<file path="config.mk">
export PLATFORM = sky130hd
export DESIGN_NAME = uvh_ctrl
export DESIGN_NICKNAME = d
export VERILOG_FILES = /design/src/hw/uvh_pkg.sv /design/src/hw/uvh_pin_sync.sv /design/src/hw/uvh_ctrl.sv
export VERILOG_INCLUDE_DIRS = /design/src /design/src/hw
export SDC_FILE = /design/constraint.sdc
export NUM_CORES = 1
export LEC_CHECK = 0
export BUFFER_PORTS_ARGS = -buffer_cell sky130_fd_sc_hd__clkbuf_2
export CORE_MARGIN = 10
export CORE_UTILIZATION = 39
export DETAILED_ROUTE_END_ITERATION = 6
export PLACE_DENSITY = 0.58
export SETUP_SLACK_MARGIN = 0.5
export SYNTH_ARGS = -nofsm -noshare
export SYNTH_HDL_FRONTEND = slang
export SYNTH_SLANG_ARGS = --single-unit
export TNS_END_PERCENT = 20
</file>
<file path="constraint.sdc">
create_clock -name clk -period 3.9 [get_ports clk]
set_clock_uncertainty 0.2 [all_clocks]
set_input_delay 0.39 -clock clk [delete_from_list [all_inputs] [get_ports clk]]
set_output_delay 0.39 -clock clk [all_outputs]
set_load 0.1 [all_outputs]
</file>
<file path="src/hw/uvh_consts.svh">
/*
  Timing and layout constants for the EPROM programming and read controller.
  Assumes a 10 MHz controller clock. Every delay is given in its own unit and
  converted to whole clock cycles here.
*/
`ifndef UVH_CONSTS_SVH
`define UVH_CONSTS_SVH

`define UVH_CLK_NS        100
// Settling time for address, data and supply changes.
`define UVH_SETTLE_NS     200
// Program pulse length on the chip select, in microseconds.
`define UVH_PULSE_US      100
// Verify valid delay after chip select falls.
`define UVH_VERIFY_NS     150
// Address access delay of the slowest speed grade.
`define UVH_ACCESS_NS     150
// Extra cycles for the three-stage data input synchroniser.
`define UVH_SYNC_LAT      4
`define UVH_SETTLE_CYC    ((`UVH_SETTLE_NS + `UVH_CLK_NS - 1) / `UVH_CLK_NS)
`define UVH_PULSE_CYC     ((`UVH_PULSE_US * 1000 + `UVH_CLK_NS - 1) / `UVH_CLK_NS)
`define UVH_VER_CYC       (((`UVH_VERIFY_NS + `UVH_CLK_NS - 1) / `UVH_CLK_NS) + `UVH_SYNC_LAT)
`define UVH_ACC_CYC       (((`UVH_ACCESS_NS + `UVH_CLK_NS - 1) / `UVH_CLK_NS) + `UVH_SYNC_LAT)
`define UVH_MAX_PULSES    5'h19
`define UVH_LAST_ADDR     16'hffff
`define UVH_FIRST_ADDR    16'h0000

`endif

</file>
<file path="src/hw/uvh_pkg.sv">
/*
  Types for the EPROM programming and read controller.
  Assumes nothing beyond a SystemVerilog compiler.
*/
package uvh_pkg;

  typedef enum logic [1:0] {
    OP_READ    = 2'h0,
    OP_IDENT   = 2'h1,
    OP_PROGRAM = 2'h2
  } uvh_op_t;

  typedef enum logic [3:0] {
    ST_IDLE  = 4'h0,
    ST_PWR   = 4'h1,
    ST_SETUP = 4'h3,
    ST_PULSE = 4'h2,
    ST_GAP   = 4'h6,
    ST_VER   = 4'h7,
    ST_FPWR  = 4'h5,
    ST_FREAD = 4'h4,
    ST_READ  = 4'hc,
    ST_DONE  = 4'hd
  } uvh_state_t;

  typedef struct packed {
    uvh_op_t     op;
    logic [15:0] addr;
  } uvh_req_t;

  typedef struct packed {
    logic [7:0]  rdata;
    logic        pass;
    logic [15:0] fail_addr;
  } uvh_resp_t;

  // Pin drive toward the memory; the three qualifiers vpp_en, vcc_prog and
  // identify_high_level stand for levels above the normal logic swing.
  typedef struct packed {
    logic [15:0] word_address;
    logic        ce_n;
    logic        oe_n;
    logic        vpp_en;
    logic        vcc_prog;
    logic        identify_high_level;
    logic [7:0]  byte_data_out;
    logic        byte_data_oe;
  } uvh_pins_t;

endpackage

</file>
<file path="src/hw/uvh_pin_sync.sv">
/*
  Three-stage synchroniser for the memory data lines.
  Assumes the lines change without regard to clk; the output updates only
  once the second and third stages agree.
*/
`timescale 1ns/1ps
`default_nettype none

module uvh_pin_sync (
  input  wire logic       clk,
  input  wire logic       rst,
  input  wire logic [7:0] d,
  output var  logic [7:0] q
);

  logic [7:0] s1;
  logic [7:0] s2;
  logic [7:0] s3;
  logic [7:0] next_q;

  // Only bits whose two late stages agree are taken, so a bit caught
  // mid-transition never reaches the comparator.
  always_comb begin
    next_q = q;
    for (int i = 0; i < 8; i++) begin
      if (s2[i] == s3[i]) begin
        next_q[i] = s3[i];
      end
    end
  end

  always_ff @(posedge clk or posedge rst) begin
    if (rst) begin
      s1 <= 8'hff;
      s2 <= 8'hff;
      s3 <= 8'hff;
      q  <= 8'hff;
    end else begin
      s1 <= d;
      s2 <= s1;
      s3 <= s2;
      q  <= next_q;
    end
  end

endmodule // uvh_pin_sync

`default_nettype wire

</file>
<file path="src/hw/uvh_ctrl.sv">
/*
  Controller that reads, identifies and programs a 64K by 8 UV EPROM
  through its pins. Assumes the supply and high-voltage switches follow
  vcc_prog, vpp_en and identify_high_level, and that image_data is a
  function of image_addr from logic on the same clock.
*/
`timescale 1ns/1ps
`default_nettype none
`include "uvh_consts.svh"

module uvh_ctrl (
  input  wire logic              clk,
  input  wire logic              rst,
  input  wire logic              req_valid,
  output logic                   req_ready,
  input  wire uvh_pkg::uvh_req_t req,
  output logic                   resp_valid,
  output uvh_pkg::uvh_resp_t     resp,
  output logic [15:0]            image_addr,
  input  wire logic [7:0]        image_data,
  output uvh_pkg::uvh_pins_t     pins,
  input  wire logic [7:0]        byte_data_lines
);

  uvh_pkg::uvh_state_t state;
  uvh_pkg::uvh_state_t next_state;
  uvh_pkg::uvh_op_t    op;
  uvh_pkg::uvh_op_t    next_op;
  uvh_pkg::uvh_pins_t  next_pins;
  uvh_pkg::uvh_resp_t  next_resp;
  logic [9:0]          cnt;
  logic [9:0]          next_cnt;
  logic [4:0]          npulse;
  logic [4:0]          next_npulse;
  logic [7:0]          rd;
  logic [10:0]         lowcnt;

  uvh_pin_sync u_sync (
    .clk (clk),
    .rst (rst),
    .d   (byte_data_lines),
    .q   (rd)
  );

  function automatic logic hit(input logic [9:0] c, input int lim);
    return c == 10'(lim - 1);
  endfunction

  assign req_ready  = (state == uvh_pkg::ST_IDLE);
  assign resp_valid = (state == uvh_pkg::ST_DONE);
  assign image_addr = pins.word_address;

  always_comb begin
    next_state  = state;
    next_op     = op;
    next_cnt    = cnt + 10'h001;
    next_npulse = npulse;
    next_resp   = resp;
    next_pins   = pins;
    unique case (state)
      uvh_pkg::ST_IDLE: begin
        next_cnt = 10'h000;
        if (req_valid) begin
          next_op = req.op;
          next_resp.pass = 1'b1;
          next_resp.fail_addr = `UVH_FIRST_ADDR;
          if (req.op == uvh_pkg::OP_PROGRAM) begin
            next_pins.word_address = `UVH_FIRST_ADDR;
            next_npulse = 5'h00;
            next_state = uvh_pkg::ST_PWR;
          end else if (req.op == uvh_pkg::OP_IDENT) begin
            next_pins.word_address = {15'h0000, req.addr[0]};
            next_state = uvh_pkg::ST_READ;
          end else begin
            next_pins.word_address = req.addr;
            next_state = uvh_pkg::ST_READ;
          end
        end
      end
      uvh_pkg::ST_PWR: begin
        if (hit(cnt, `UVH_SETTLE_CYC)) begin
          next_cnt = 10'h000;
          next_state = uvh_pkg::ST_SETUP;
        end
      end
      uvh_pkg::ST_SETUP: begin
        if (cnt == 10'h000) begin
          next_pins.byte_data_out = image_data;
        end
        // The byte gets one cycle to reach the pins before settling counts.
        if (hit(cnt, `UVH_SETTLE_CYC + 1)) begin
          next_cnt = 10'h000;
          next_npulse = npulse + 5'h01;
          next_state = uvh_pkg::ST_PULSE;
        end
      end
      uvh_pkg::ST_PULSE: begin
        if (hit(cnt, `UVH_PULSE_CYC)) begin
          next_cnt = 10'h000;
          next_state = uvh_pkg::ST_GAP;
        end
      end
      uvh_pkg::ST_GAP: begin
        if (hit(cnt, `UVH_SETTLE_CYC)) begin
          next_cnt = 10'h000;
          next_state = uvh_pkg::ST_VER;
        end
      end
      uvh_pkg::ST_VER: begin
        if (hit(cnt, `UVH_VER_CYC)) begin
          next_cnt = 10'h000;
          if (rd == pins.byte_data_out) begin
            next_npulse = 5'h00;
            if (pins.word_address == `UVH_LAST_ADDR) begin
              next_pins.word_address = `UVH_FIRST_ADDR;
              next_state = uvh_pkg::ST_FPWR;
            end else begin
              next_pins.word_address = pins.word_address + 16'h0001;
              next_state = uvh_pkg::ST_SETUP;
            end
          end else if (npulse == `UVH_MAX_PULSES) begin
            next_resp.pass = 1'b0;
            next_resp.fail_addr = pins.word_address;
            next_resp.rdata = rd;
            next_state = uvh_pkg::ST_DONE;
          end else begin
            next_state = uvh_pkg::ST_SETUP;
          end
        end
      end
      uvh_pkg::ST_FPWR: begin
        if (hit(cnt, `UVH_SETTLE_CYC)) begin
          next_cnt = 10'h000;
          next_state = uvh_pkg::ST_FREAD;
        end
      end
      uvh_pkg::ST_FREAD: begin
        // Select and gate stay low; only the address walks, like a burst.
        if (hit(cnt, `UVH_ACC_CYC)) begin
          next_cnt = 10'h000;
          next_resp.rdata = rd;
          if (rd != image_data) begin
            next_resp.pass = 1'b0;
            next_resp.fail_addr = pins.word_address;
            next_state = uvh_pkg::ST_DONE;
          end else if (pins.word_address == `UVH_LAST_ADDR) begin
            next_state = uvh_pkg::ST_DONE;
          end else begin
            next_pins.word_address = pins.word_address + 16'h0001;
          end
        end
      end
      uvh_pkg::ST_READ: begin
        if (hit(cnt, `UVH_ACC_CYC)) begin
          next_resp.rdata = rd;
          // Identifier bytes must show odd parity; a mismatch flags a
          // missing part or a bad high-voltage contact.
          next_resp.pass = (op == uvh_pkg::OP_IDENT) ? ^rd : 1'b1;
          next_state = uvh_pkg::ST_DONE;
        end
      end
      uvh_pkg::ST_DONE: begin
        next_cnt = 10'h000;
        next_state = uvh_pkg::ST_IDLE;
      end
    endcase
    // Pin levels follow the next state so that they come from flip-flops.
    next_pins.ce_n = !(next_state inside {uvh_pkg::ST_PULSE,
        uvh_pkg::ST_VER, uvh_pkg::ST_FREAD, uvh_pkg::ST_READ});
    next_pins.oe_n = !(next_state inside {uvh_pkg::ST_VER,
        uvh_pkg::ST_FREAD, uvh_pkg::ST_READ});
    next_pins.vpp_en = next_state inside {uvh_pkg::ST_SETUP,
        uvh_pkg::ST_PULSE};
    next_pins.byte_data_oe = next_pins.vpp_en;
    next_pins.vcc_prog = next_state inside {uvh_pkg::ST_PWR,
        uvh_pkg::ST_SETUP, uvh_pkg::ST_PULSE, uvh_pkg::ST_GAP,
        uvh_pkg::ST_VER};
    next_pins.identify_high_level = (next_state == uvh_pkg::ST_READ) &&
        (next_op == uvh_pkg::OP_IDENT);
  end

  always_ff @(posedge clk or posedge rst) begin
    if (rst) begin
      state  <= uvh_pkg::ST_IDLE;
      op     <= uvh_pkg::OP_READ;
      cnt    <= 10'h000;
      npulse <= 5'h00;
      resp   <= '{rdata: 8'hff, pass: 1'b0, fail_addr: 16'h0000};
      pins   <= '{word_address: 16'h0000, ce_n: 1'b1, oe_n: 1'b1,
                  vpp_en: 1'b0, vcc_prog: 1'b0, identify_high_level: 1'b0,
                  byte_data_out: 8'hff, byte_data_oe: 1'b0};
    end else begin
      state  <= next_state;
      op     <= next_op;
      cnt    <= next_cnt;
      npulse <= next_npulse;
      resp   <= next_resp;
      pins   <= next_pins;
    end
  end

  // Counts completed low cycles of the chip select; checks only.
  always_ff @(posedge clk or posedge rst) begin
    if (rst) begin
      lowcnt <= 11'h000;
    end else begin
      lowcnt <= pins.ce_n ? 11'h000 : lowcnt + 11'h001;
    end
  end

  vpp_needs_vcc_a: assert property (
    @(posedge clk) disable iff (rst)
    pins.vpp_en |-> pins.vcc_prog && $past(pins.vcc_prog))
    else $error("Programming level raised without elevated supply.");

  data_drive_a: assert property (
    @(posedge clk) disable iff (rst)
    pins.byte_data_oe |-> pins.oe_n && pins.vpp_en)
    else $error("Data lines driven while the memory may drive them.");

  pulse_width_a: assert property (
    @(posedge clk) disable iff (rst)
    $rose(pins.ce_n) && $past(pins.vpp_en) |->
      lowcnt == 11'(`UVH_PULSE_CYC))
    else $error("Program pulse length is wrong.");

  pulse_setup_a: assert property (
    @(posedge clk) disable iff (rst)
    $fell(pins.ce_n) && pins.vpp_en |->
      $past(pins.byte_data_oe, 2) && $stable(pins.word_address)
      && $stable(pins.byte_data_out))
    else $error("Program pulse started before lines settled.");

  pulse_limit_a: assert property (
    @(posedge clk) disable iff (rst)
    (state == uvh_pkg::ST_VER) && (next_state == uvh_pkg::ST_DONE) |->
      npulse == `UVH_MAX_PULSES ##1 resp_valid && !resp.pass)
    else $error("Gave up on a location at the wrong pulse count.");

  addr_walk_a: assert property (
    @(posedge clk) disable iff (rst)
    $changed(pins.word_address) && $past(pins.vcc_prog) |->
      pins.word_address == $past(pins.word_address) + 16'h0001
      || pins.word_address == `UVH_FIRST_ADDR)
    else $error("Programming skipped an address.");

  final_supply_a: assert property (
    @(posedge clk) disable iff (rst)
    state == uvh_pkg::ST_FREAD |-> !pins.vcc_prog && !pins.vpp_en
      && !pins.ce_n && !pins.oe_n)
    else $error("Final read back not at normal supply.");

  verify_time_a: assert property (
    @(posedge clk) disable iff (rst)
    (state == uvh_pkg::ST_VER) && hit(cnt, `UVH_VER_CYC) |->
      lowcnt == 11'(`UVH_VER_CYC - 1) && !pins.oe_n && !pins.vpp_en)
    else $error("Verify sampled too early or with gate high.");

  ident_addr_a: assert property (
    @(posedge clk) disable iff (rst)
    pins.identify_high_level |-> pins.word_address[15:1] == 15'h0000
      && !pins.vpp_en)
    else $error("Address lines not low during identify.");

  gate_with_select_a: assert property (
    @(posedge clk) disable iff (rst)
    !pins.oe_n |-> !pins.ce_n)
    else $error("Read strobe asserted with the device deselected.");

  vpp_gate_high_a: assert property (
    @(posedge clk) disable iff (rst)
    pins.vpp_en |-> pins.oe_n && !pins.identify_high_level)
    else $error("Programming qualifier with gate logically low.");

endmodule // uvh_ctrl

`default_nettype wire

</file>
; Word-level counts from Yosys, hierarchy flattened
; Index checks and enable logic that the tools add are counted.
[totals]
register_bits = 107
inputBits = 37
out_inout_bits = 73
wordCells = 149
[op_classes]
addsub = 3
n_eq_ne = 48
mux = 50
n_reduce_logical = 23
[ops]
columns = operator, count
row1 = $mux W16, 9
row2 = $mux W25, 4
row3 = $pmux W16 S3, 2
row4 = $mux W4, 14
row5 = $pmux W10 S5, 1
row6 = $mux W10, 4
row7 = $pmux W4 S10, 1
row8 = $mux W17, 2
row9 = $eq A4 B3 Y1 const B, 7
row10 = $mux W5, 5
row11 = $pmux W8 S3, 1
row12 = $ne A2 B2 Y1 const B, 11
row13 = $add A16 B1 Y16 const B, 1
row14 = $eq A16 B16 Y1 const B, 1
row15 = $eq A4 B2 Y1 const B, 4
row16 = $pmux W5 S3, 1
row17 = $reduce_and A7 Y1, 2
row18 = $eq A4 B4 Y1 const B, 3
row19 = $reduce_and A6 Y1, 2
row20 = $reduce_bool A3 Y1, 4
row21 = $add A10 B1 Y10 const B, 1
row22 = $eq A10 B1 Y1 const B, 1
row23 = $eq A10 B10 Y1 const B, 1
row24 = $eq A10 B2 Y1 const B, 1
row25 = 27 further kinds, 41

; Longest topological paths before layout
; Gate-level depths: netlist of the first run.
[logic_depth]
depth_word = 8
ltp_mapped = 10
depth_no_buf = 9

; Modules after synthesis
; A second synthesis of the first run with hierarchy kept.
[hier_totals]
cells_unflattened = 518
area_unflattened_um2 = 5366.4
[modules_own_cells]
columns = module, instances, cells_per_inst, area_per_inst_um2, seq_area_each_um2
row1 = uvh_ctrl, 1, 477, 4431.8, 1899.3
row2 = uvh_pin_sync, 1, 41, 934.6, 840.8

; Least setup slack after synthesis of the first run
; Ideal clock, no wire load.
[synth_timing]
kind = reg2out
startpoint = reg state[2]
endpoint = out resp_valid
t_arrival_ns = 2.955
required_time_ns = 3.310
path_slack_ns = 0.355
stages_incl_launch_ff = 5
path_buffers = 2
path_cell_list = dfrtp_1 > clkbuf_1 > clkbuf_1 > nand2_1 > nor3_1
[synth_via]
elab_chain_len = 1
[synth_rtl]
columns = item, line
row1 = start: declaration, uvh_ctrl.sv:25  ; uvh_pkg::uvh_state_t state;
row2 = start signal: assignment, uvh_ctrl.sv:184  ; state <= uvh_pkg::ST_IDLE;
row3 = start signal: assignment, uvh_ctrl.sv:193  ; state <= next_state;
row4 = $eq A4 B4 Y1, uvh_ctrl.sv:50  ; assign resp_valid = (state == uvh_pkg::ST_DONE);
row5 = end: declaration, uvh_ctrl.sv:17  ; output logic resp_valid,
; Every way passes these cells.

; Worst setup path in the final report of the first run
[layout_timing]
startpoint = reg cnt[1]
endpoint = reg npulse[0]
[layout_via]
elab_chain_len = 3
word_cells_on_any_way = 5
classes_between = eq/ne (4) / reduce/logical (1)
[layout_rtl]
columns = item, line
row1 = start: declaration, uvh_ctrl.sv:31  ; logic [9:0] cnt;
row2 = start signal: assignment, uvh_ctrl.sv:195  ; cnt <= next_cnt;
row3 = $eq A10 B2 Y1 / $eq A10 B3 Y1 (equally long branches), uvh_ctrl.sv:46  ; return c == 10'(lim - 1);
row4 = $ne A2 B2 Y1 (no line), -
row5 = $reduce_and A6 Y1 (no line) (*), -
row6 = end signal: assignment, uvh_ctrl.sv:196  ; npulse <= next_npulse;
row7 = end: declaration, uvh_ctrl.sv:33  ; logic [4:0] npulse;
; Mark *: on every way between the ends. The rest lies on a longest branch, timed or not.
; A chain may end at the register's enable or synchronous reset.

==> results.toml, run 1 <==
[placement]
gp_congestion = 0.9140
dpl_cell_area_sq_mm = 0.006115
port_buffers = 109
dp_hpwl_um = 9906
dpl_worst_slack_ns = 0.9749

[drt]
drc = 0
drtAntennaViolNets = 0
wl_um = 13430
wl_per_cell_um = 16.54
first_pass_iters = 4
via_per_inst = 5.273
dr_total_vias = 4282
first_iter_violations = 232

[floorplanning]
initial_utilization_pct = 39.75
die_y_um = 138.9
die-area_sq_mm = 0.01931
die_w_um = 138.9
core_area_sq_mm = 0.01388
rows = 43
ioPinCount = 110

[timing]
rsz0062_at_grt = "false"
finalSetupTns_ns = 0
maxSlewHeadroom_pct = 53.80
worstMarginPinSlew_ns = 0.6929
layout_setup_ws_ns = 0.9576
max_freq_mhz = 339.9
post-route-period-util_pct = 75.45
hold_violations = 0
slew_viol_final = 0
fin_crit_ns = 2.942
setup_viol = 0

[global_routing]
grt_pass1_wl_um = 22310
grt_pass1_vias = 4289
grt_overflow_total = 0
antenna_found_initial = 0
grt_max_degree = 46
track_usage_pct = 13.77

[run]
drv_cap = 0

[yosys]
synth_cell_types = 61
yosys.area_share.simple_pct = 15.15
synth_area_leader_cell = "dfrtp_1"
async_flop_share_pct = 100.0
synth-compound-area-share_pct = 13.63
synth_fp_nets = 580
synth_seq_area_share_pct = 49.66
synth_cells = 536
synth.avg_cell_area_sq_um = 10.29
synth-seq-cells = 107
synthXorXnorAreaFrac_pct = 5.079
yosys.area.top_type_share_pct = 25.85
synth_mux_area_share_pct = 7.166
syn_area_sq_mm = 0.005518
synth_top_family_by_area = "simple AND/OR/NAND/NOR gates"
synth_edf_count = 0
ys_warn_count = 0
ys.flop_type = "dfrtp_1"
netlist_top_cells_area = "dfrtp_1, dfstp_2, xnor2_1"
synthAdderAreaFrac_pct = 3.039

[final_layout]
layout_common_cells = "clkbuf_2, nand2_1, dfrtp_1"
design_area_sq_mm = 0.006516
diodes = 0
mostFrequentLayoutCell = "clkbuf_2"
area_growth_syn_to_layout_pct = 18.10
fin_nets = 671
n_fill_cell = 1327
drive_gt1_share_pct = 34.97

[clock_tree]
cts-resized-gates = 0
clockBufferDepth = 2
clk_pin_slew_worst_paths_ns = 0.08
clkLatencyLatePin_ns = 0.36
cts_sinks = 107
cts_buffers = 9
cts_tree = "built"
cts-root-buf = "clkbuf_16"
cts.htree.levels = 3

[worst_setup_path]
end_kind = "flop"
cp-start-kind = "flop"
cp.required_ns = 3.95
worstPathMaxFanout = 9
critPathKind = "flop to flop"
arrival_ns = 2.99

[hold_path]
hp-class = "input pin to flop"

[run_status]
outcome = "completed"
[registers in the layout, indices dropped and copies added, names as in the netlist]
signal      flops
u_sync.s3       8
npulse          5
u_sync.s1       8
cnt            10
op              2
state           4
image_addr     16
pins           13
resp           25
u_sync.q        8
u_sync.s2       8
[critical path, stage by stage, from the launching register on]
cell and delay [ns]:
dfrtp_1 0.43, inv_1 0.10, ha_1 0.14, nor4b_2 0.35, nand3_2 0.25, nor3_1 0.30
o22ai_1 0.15, or3_1 0.45, nor2_1 0.14, mux2_1 0.33
[through the flow]
stage          hold slack (ns)  instances  utilization (%)
6_report               0.08416        812            46.94
3_3_place_gp            0.1456        787            44.05
5_1_grt                0.08266        812            46.94
2_1_floorplan           0.1452        536                -
4_1_cts                0.07268        812            46.94
3_5_place_dp            0.1475        787            44.05
[path summary, 6_finish.rpt]
check                      slack [ns]  cells past startpoint           end          start
max                              0.96                      9     npulse[0]         cnt[1]
min                              0.08                      2       pins[3]  image_data[2]
max reg2reg                      0.96                      9     npulse[0]         cnt[1]
min reg2reg                      0.15                      0  u_sync.s2[5]   u_sync.s1[5]
max in group asynchronous        2.13                      4  u_sync.s1[7]            rst
min in group asynchronous        0.41                      3      resp[10]            rst
[routing by layer]
layer  vias to the layer above  share of wire (%)  routed length, um  GRT usage (%)
met4                         0                1.7                225          4.997
li1                       2053                  -                  -              -
met1                      2092                 43               5830          17.21
met5                         -                  0                  0              0
met2                       117                 49               6589          22.01
met3                        20                5.8                785          4.110
[synth_stat cells (7+ instances only)]
cell,number
a21oi_1,14
a22o_1,15
and3_1,11
buf_4,18
clkbuf_1,21
dfrtp_1,57
dfstp_2,50
ha_1,7
inv_1,27
maj3_1,8
mux2_2,19
mux2i_1,17
nand2_1,57
nand3_1,18
nor2_1,34
nor3_1,7
o21ai_0,19
o21ai_1,11
o31ai_1,12
xnor2_1,27
[logic make-up (layout without fill, tap and decap cells)]
group,Yosys count,after routing
flops,107,107
xor+xnor,32,32
compound gates,108,108
fa+ha+maj,15,15
mux,37,37
simple gates,164,164
buf+inv,73,169
[area by class of cell]
class | count | area [sq um] | area share, %
Inverter | 27 | 103.9 | 1.594
Sequential cell | 107 | 2740 | 42.05
Clock inverter | 7 | 86.33 | 1.325
Multi-Input combinational cell | 356 | 2440 | 37.44
Tap cell | 180 | 225.2 | 3.456
Timing Repair Buffer | 126 | 695.7 | 10.68
Clock buffer | 9 | 225.2 | 3.456
[timing repair]
item | 4_1_cts | 5_1_grt
setup buffers | 0 | 0
endpoints found under the hold margin | 46 | 0
hold buffers | 9 | 0
Power of run 1 is not shown: default switching activity piles up to over one toggle a cycle in this logic, so the estimate is an artifact.
==> run 2, diff against run 1 <==
--- a/config.mk
+++ b/config.mk
@@ -6,11 +6,12 @@
 export SDC_FILE = /design/constraint.sdc
 export NUM_CORES = 1
 export LEC_CHECK = 0
+export ABC_AREA = 1
 export BUFFER_PORTS_ARGS = -buffer_cell sky130_fd_sc_hd__clkbuf_2
 export CORE_MARGIN = 10
 export CORE_UTILIZATION = 39
 export DETAILED_ROUTE_END_ITERATION = 6
-export PLACE_DENSITY = 0.58
+export PLACE_DENSITY = 0.6
 export SETUP_SLACK_MARGIN = 0.5
 export SYNTH_ARGS = -nofsm -noshare
 export SYNTH_HDL_FRONTEND = slang
==> constraint.sdc (replaced) <==
create_clock -name clk -period 2.4 [get_ports clk]
set_clock_uncertainty 0.2 [all_clocks]
set_input_delay 0.24 -clock clk [delete_from_list [all_inputs] [get_ports clk]]
set_output_delay 0.24 -clock clk [all_outputs]
set_load 0.1 [all_outputs]
==> run 2 against run 1 <==
  * Count of clock-buffer cells in the layout is the same
  * Synthesized cell count grew 25%
  * Non-clock buffer count grew 79
  * Final area grew 21%
  * Critical path type unchanged
  * Largest cell class is now multi-input gates
==> results.toml, run 2 <==
[worst_setup_path]
cp-start-kind = "flop"
rr_worst_depth = 13
crit_top_cell = "nand2_1"
end_kind = "flop"
crit_path_cell_trace = "inv_2 > nand2_1 > nand2_1 > inv_1 > nand2_1 > nor2_2 > nand2_2 > nand2_4 > nor3b_4 > nand2_4 > buf_8 > a21oi_2 > a22oi_1"
r2r_setup_slack_ns = 0.21
timing.rr.start = "u_sync.q[2]"
crit_buf_inv = 3
slowest_delay_ns = 0.59
worstPathMaxFanout = 5
critPathKind = "flop to flop"
critical-path-top-delay-family = "simple AND/OR/NAND/NOR gates"
r2r-end = "image_addr[13]"
slowest_stage = "dfstp_2"
arrival_ns = 2.23
cp.required_ns = 2.45

[yosys]
ys.flop_type = "dfrtp_1"
synth_edf_count = 0
synth_fp_nets = 714
yosysMostFrequentCell = "nand2_1"
synth.avg_cell_area_sq_um = 8.376
yosys.area.top_type_share_pct = 25.42
syn_area_sq_mm = 0.005612
ys_warn_count = 0
synth_seq_area_share_pct = 48.83
synth-seq-cells = 107
synth_area_leader_cell = "dfrtp_1"
netlist_top_cells_area = "dfrtp_1, dfstp_2, nand2_1"
async_flop_share_pct = 100.0
synth_cells = 670
synth_cell_types = 37
synthTopCellsByCount = "nand2_1, inv_1, nor2_1, dfrtp_1, dfstp_2"

[floorplanning]
die-area_sq_mm = 0.01959
core_area_sq_mm = 0.01399
rows = 43
ioPinCount = 110
die_w_um = 140.0
initial_utilization_pct = 40.12
die_y_um = 140.0

[clock_tree]
cts.htree.levels = 3
clockBufferDepth = 2
cts_buffers = 9
cts_tree = "built"
cts_sinks = 107
clkLatencyLatePin_ns = 0.36
cts-root-buf = "clkbuf_16"
clk_pin_slew_worst_paths_ns = 0.08

[timing]
layout_setup_ws_ns = 0.2150
post-route-period-util_pct = 91.04
slew_viol_final = 0
maxSlewHeadroom_pct = 53.61
rsz0062_at_grt = "true"
setup_viol = 0
worstMarginPinSlew_ns = 0.6943
hold_violations = 0
max_freq_mhz = 457.7
fin_crit_ns = 2.185

[run_status]
outcome = "completed"

[final_layout]
area_growth_syn_to_layout_pct = 40.07
layout_common_cells = "nand2_1, clkbuf_2, inv_1"
mostFrequentLayoutCell = "nand2_1"
largest_register_ffs = 25
top_register = "resp"
stdcell_count = 1043
drive_gt1_share_pct = 44.61
design_area_sq_mm = 0.007860
diodes = 0
fin_nets = 902

[placement]
port_buffers = 109
dpl_worst_slack_ns = 0.1171
dpl_cell_area_sq_mm = 0.006391
dp_hpwl_um = 11170
gp_congestion = 0.9059
dp_cells = 954

[drt]
via_per_inst = 4.893
wl_per_cell_um = 15.51
drc = 0
wl_um = 16170
dr_total_vias = 5103
first_pass_iters = 4
first_iter_violations = 394
drtAntennaViolNets = 0

[global_routing]
antenna_found_initial = 0
grt_overflow_total = 0
track_usage_pct = 15.51
grt_pass1_vias = 4956
grt_max_degree = 48
grt_pass1_wl_um = 25210

[hold_path]
hold_start = "req[10]"
holdPathStages = 5
hp-class = "input pin to flop"
min_to = "image_addr[10]"

[run]
drv_cap = 0
run 2: cell types whose count changed after synthesis, sizes merged, moves of 17 or more:
| cell | delta |
|---|---|
| inv | +61 |
| nand2 | +113 |
| o21ai | +21 |
| nor2 | +37 |
| clkbuf | -17 |
| nand3 | +32 |
| mux2i | -17 |
run 2: cells by family (layout without fill, tap and decap cells):
group | count (synthesis) | in the layout | synth area share (%)
AND/OR/NAND/NOR | 324 | 324 | 25.93
buffers and inverters | 116 | 309 | 9.543
flip-flops | 107 | 107 | 48.83
AO/OA/AOI/OAI | 81 | 81 | 8.272
XOR/XNOR | 22 | 22 | 3.434
adder cells (fa/ha/maj) | 15 | 15 | 2.988
multiplexers | 5 | 5 | 1.003
run 2: worst max path at each step:
stage,startpoint,to,cells after the start,slack [ns]
after floorplan,image_addr[1],image_addr[14],9,-0.37
after global placement,cnt[1],resp[4],10,0.21
after detailed placement,cnt[1],npulse[4],14,0.12
after CTS,cnt[1],npulse[4],14,0.25
after global routing,u_sync.q[2],image_addr[3],13,0.04
final,u_sync.q[2],image_addr[13],13,0.21
run 2: worst min-delay path: cells and delay by family:
kind | cells | cell delay (ns)
buffers and inverters | 1 | 0.07
and+or+nand+nor | 2 | 0.09
AOI/OAI and AO/OA | 2 | 0.13
run 2: layout make-up:
cell class / instances / area [sq um]
Multi-Input combinational cell: 447 / 2746
Clock inverter: 7 / 96.34
Sequential cell: 107 / 2745
Inverter: 88 / 345.3
Fill cell: 1256 / 6128
Timing Repair Buffer: 205 / 1476
Clock buffer: 9 / 225.2
Tap cell: 180 / 225.2
run 2: layer usage:
layer / vias to the layer above / GRT usage (%) / part of all wire (%)
met5: - / 0 / 0
met4: 0 / 5.435 / 2.1
met3: 23 / 4.057 / 4.6
met2: 125 / 24.94 / 48
met1: 2451 / 19.66 / 45
li1: 2504 / - / -
run 2: what timing repair did:
item / in CTS / in global routing
cloned: 1 / 3
resized for setup: 40 / 109
setup buffers: 20 / 21
hold endpoints to repair: 28 / 0
pin swaps: 15 / 49
setup endpoints to repair: 67 / 72
hold buffers: 28 / 0
run 2: through the flow:
step / setup TNS (ns) / hold WS (ns) / util (%)
after floorplan: -5.793 / 0.04448 / -
after global placement: 0 / 0.1297 / 45.69
after detailed placement: 0 / 0.1291 / 45.69
after CTS: 0 / 0.001354 / 52.08
after global routing: 0 / 0.01787 / 56.19
final: 0 / 0.006606 / 56.19
Power of run 2 is left out for the same reason.
==> run 3, diff against run 2 <==
--- a/config.mk
+++ b/config.mk
@@ -8,10 +8,12 @@
 export LEC_CHECK = 0
 export ABC_AREA = 1
 export BUFFER_PORTS_ARGS = -buffer_cell sky130_fd_sc_hd__clkbuf_2
+export CELL_PAD_IN_SITES_DETAIL_PLACEMENT = 0
+export CELL_PAD_IN_SITES_GLOBAL_PLACEMENT = 1
 export CORE_MARGIN = 10
-export CORE_UTILIZATION = 39
+export CORE_UTILIZATION = 37
 export DETAILED_ROUTE_END_ITERATION = 6
-export PLACE_DENSITY = 0.6
+export PLACE_DENSITY = 0.74
 export SETUP_SLACK_MARGIN = 0.5
 export SYNTH_ARGS = -nofsm -noshare
 export SYNTH_HDL_FRONTEND = slang
==> run 3 against run 2 <==
  * Final cell count rose by 0.86%
  * Register-to-register slack better by 0.03 ns
  * Critical path depth down 1
  * Die area rose by 4.6%
  * Non-clock buffer count is 4 higher
  * Hold slack better by 0.0059 ns
==> results.toml, run 3 (synthesis gave the netlist of run 2 again) <==
[clock_tree]
clk_pin_slew_worst_paths_ns = 0.09
cts_sinks = 107
cts.htree.levels = 3
cts_tree = "built"
cts_buffers = 9
cts-root-buf = "clkbuf_16"
clockBufferDepth = 2
clkLatencyLatePin_ns = 0.37

[floorplanning]
die-area_sq_mm = 0.02049
rows = 44
core_area_sq_mm = 0.01470
ioPinCount = 110
die_y_um = 143.2
initial_utilization_pct = 38.18
die_w_um = 143.2

[final_layout]
layout_common_cells = "nand2_1, clkbuf_2, inv_1"
drive_gt1_share_pct = 43.20
largest_register_ffs = 25
fin_nets = 907
top_register = "resp"
post-route-util_pct = 52.99
diodes = 0
area_growth_syn_to_layout_pct = 38.80
stdcell_count = 1052
mostFrequentLayoutCell = "nand2_1"

[run_status]
outcome = "completed"

[run]
drv_cap = 0

[global_routing]
antenna_found_initial = 0
track_usage_pct = 15.58
grt_pass1_wl_um = 25780
grt_pass1_vias = 5148
grt_overflow_total = 0
grt_max_degree = 92

[timing]
setup_viol = 0
layout_setup_ws_ns = 0.2489
fin_crit_ns = 2.151
max_freq_mhz = 464.9
rsz0062_at_grt = "true"
maxSlewHeadroom_pct = 63.01
slew_viol_final = 0
post-route-period-util_pct = 89.63
worstMarginPinSlew_ns = 0.5573
hold_violations = 0

[drt]
via_per_inst = 4.855
first_pass_iters = 5
drc = 0
first_iter_violations = 270
drtAntennaViolNets = 0
dr_total_vias = 5107
wl_per_cell_um = 15.09
wl_um = 15870

[worst_setup_path]
slowest_stage = "dfrtp_2"
cp-start-kind = "flop"
crit_path_cell_trace = "inv_2 > nand2_4 > nor2_4 > inv_2 > nand2_4 > nand2_4 > nor3b_4 > nand2_4 > buf_12 > clkinvlp_4 > nand2_1 > o21ai_1"
slowest_delay_ns = 0.47
critical-path-top-delay-family = "simple AND/OR/NAND/NOR gates"
cp.required_ns = 2.50
arrival_ns = 2.25
crit_top_cell = "nand2_4"
worstPathMaxFanout = 7
critPathKind = "flop to flop"
end_kind = "flop"
crit_buf_inv = 4

[placement]
dpl_worst_slack_ns = -0.02013
dp_hpwl_um = 11320
dp_cells = 963
port_buffers = 109
gp_congestion = 0.8658

[hold_path]
hp-class = "input pin to flop"
## run 3: metal layers
metal	GRT usage, %	routed length (um)	up-vias
li1	-	-	2514
met1	19.70	6977	2445
met2	25.31	7764	132
met3	4.577	900	16
met4	4.343	228	0
met5	0	0	-
## run 3: worst min-delay path, stage by stage
cell      delay [ns]
clkbuf_2        0.07
nand2_1         0.04
o21ai_0         0.07
nand2_1         0.05
o21ai_0         0.07
## run 3: worst paths after layout
check,startpoint,to,slack (ns),depth (start not counted)
max,state[1],image_addr[10],0.25,12
min,req[4],image_addr[4],0.01,5
max reg2reg,state[1],image_addr[10],0.25,12
min reg2reg,u_sync.s1[1],u_sync.s2[1],0.16,0
max in group asynchronous,rst,cnt[4],0.97,4
min in group asynchronous,rst,u_sync.s1[0],0.47,3
## run 3: what timing repair did
action | CTS | global route
gates resized for setup | 38 | 86
cloned | 2 | 0
endpoints found under the setup margin | 67 | 73
hold buffers | 29 | 0
pin swaps | 10 | 33
hold endpoints to repair | 44 | 0
buffers inserted | 24 | 18
## run 3: final cells by class
type,instances,area (sq um)
Clock buffer,9,225.2
Multi-Input combinational cell,447,2700
Sequential cell,107,2745
Timing Repair inverter,1,7.507
Tap cell,184,230.2
Timing Repair Buffer,209,1438
Clock inverter,7,93.84
Fill cell,1350,6910
Inverter,88,349.1
## run 3: stage by stage
| stage | setup TNS, ns | hold WS, ns | instance area, sq um |
|---|---|---|---|
| final | 0 | 0.01252 | 7789 |
| after global routing | 0 | 0.02054 | 7789 |
| after CTS | 0 | 0.003661 | 7365 |
| after detailed placement | -0.04216 | 0.1289 | 6409 |
| after global placement | 0 | 0.1280 | 6409 |
| after floorplan | -5.793 | 0.04448 | 5615 |
Power of run 3 is left out for the same reason.
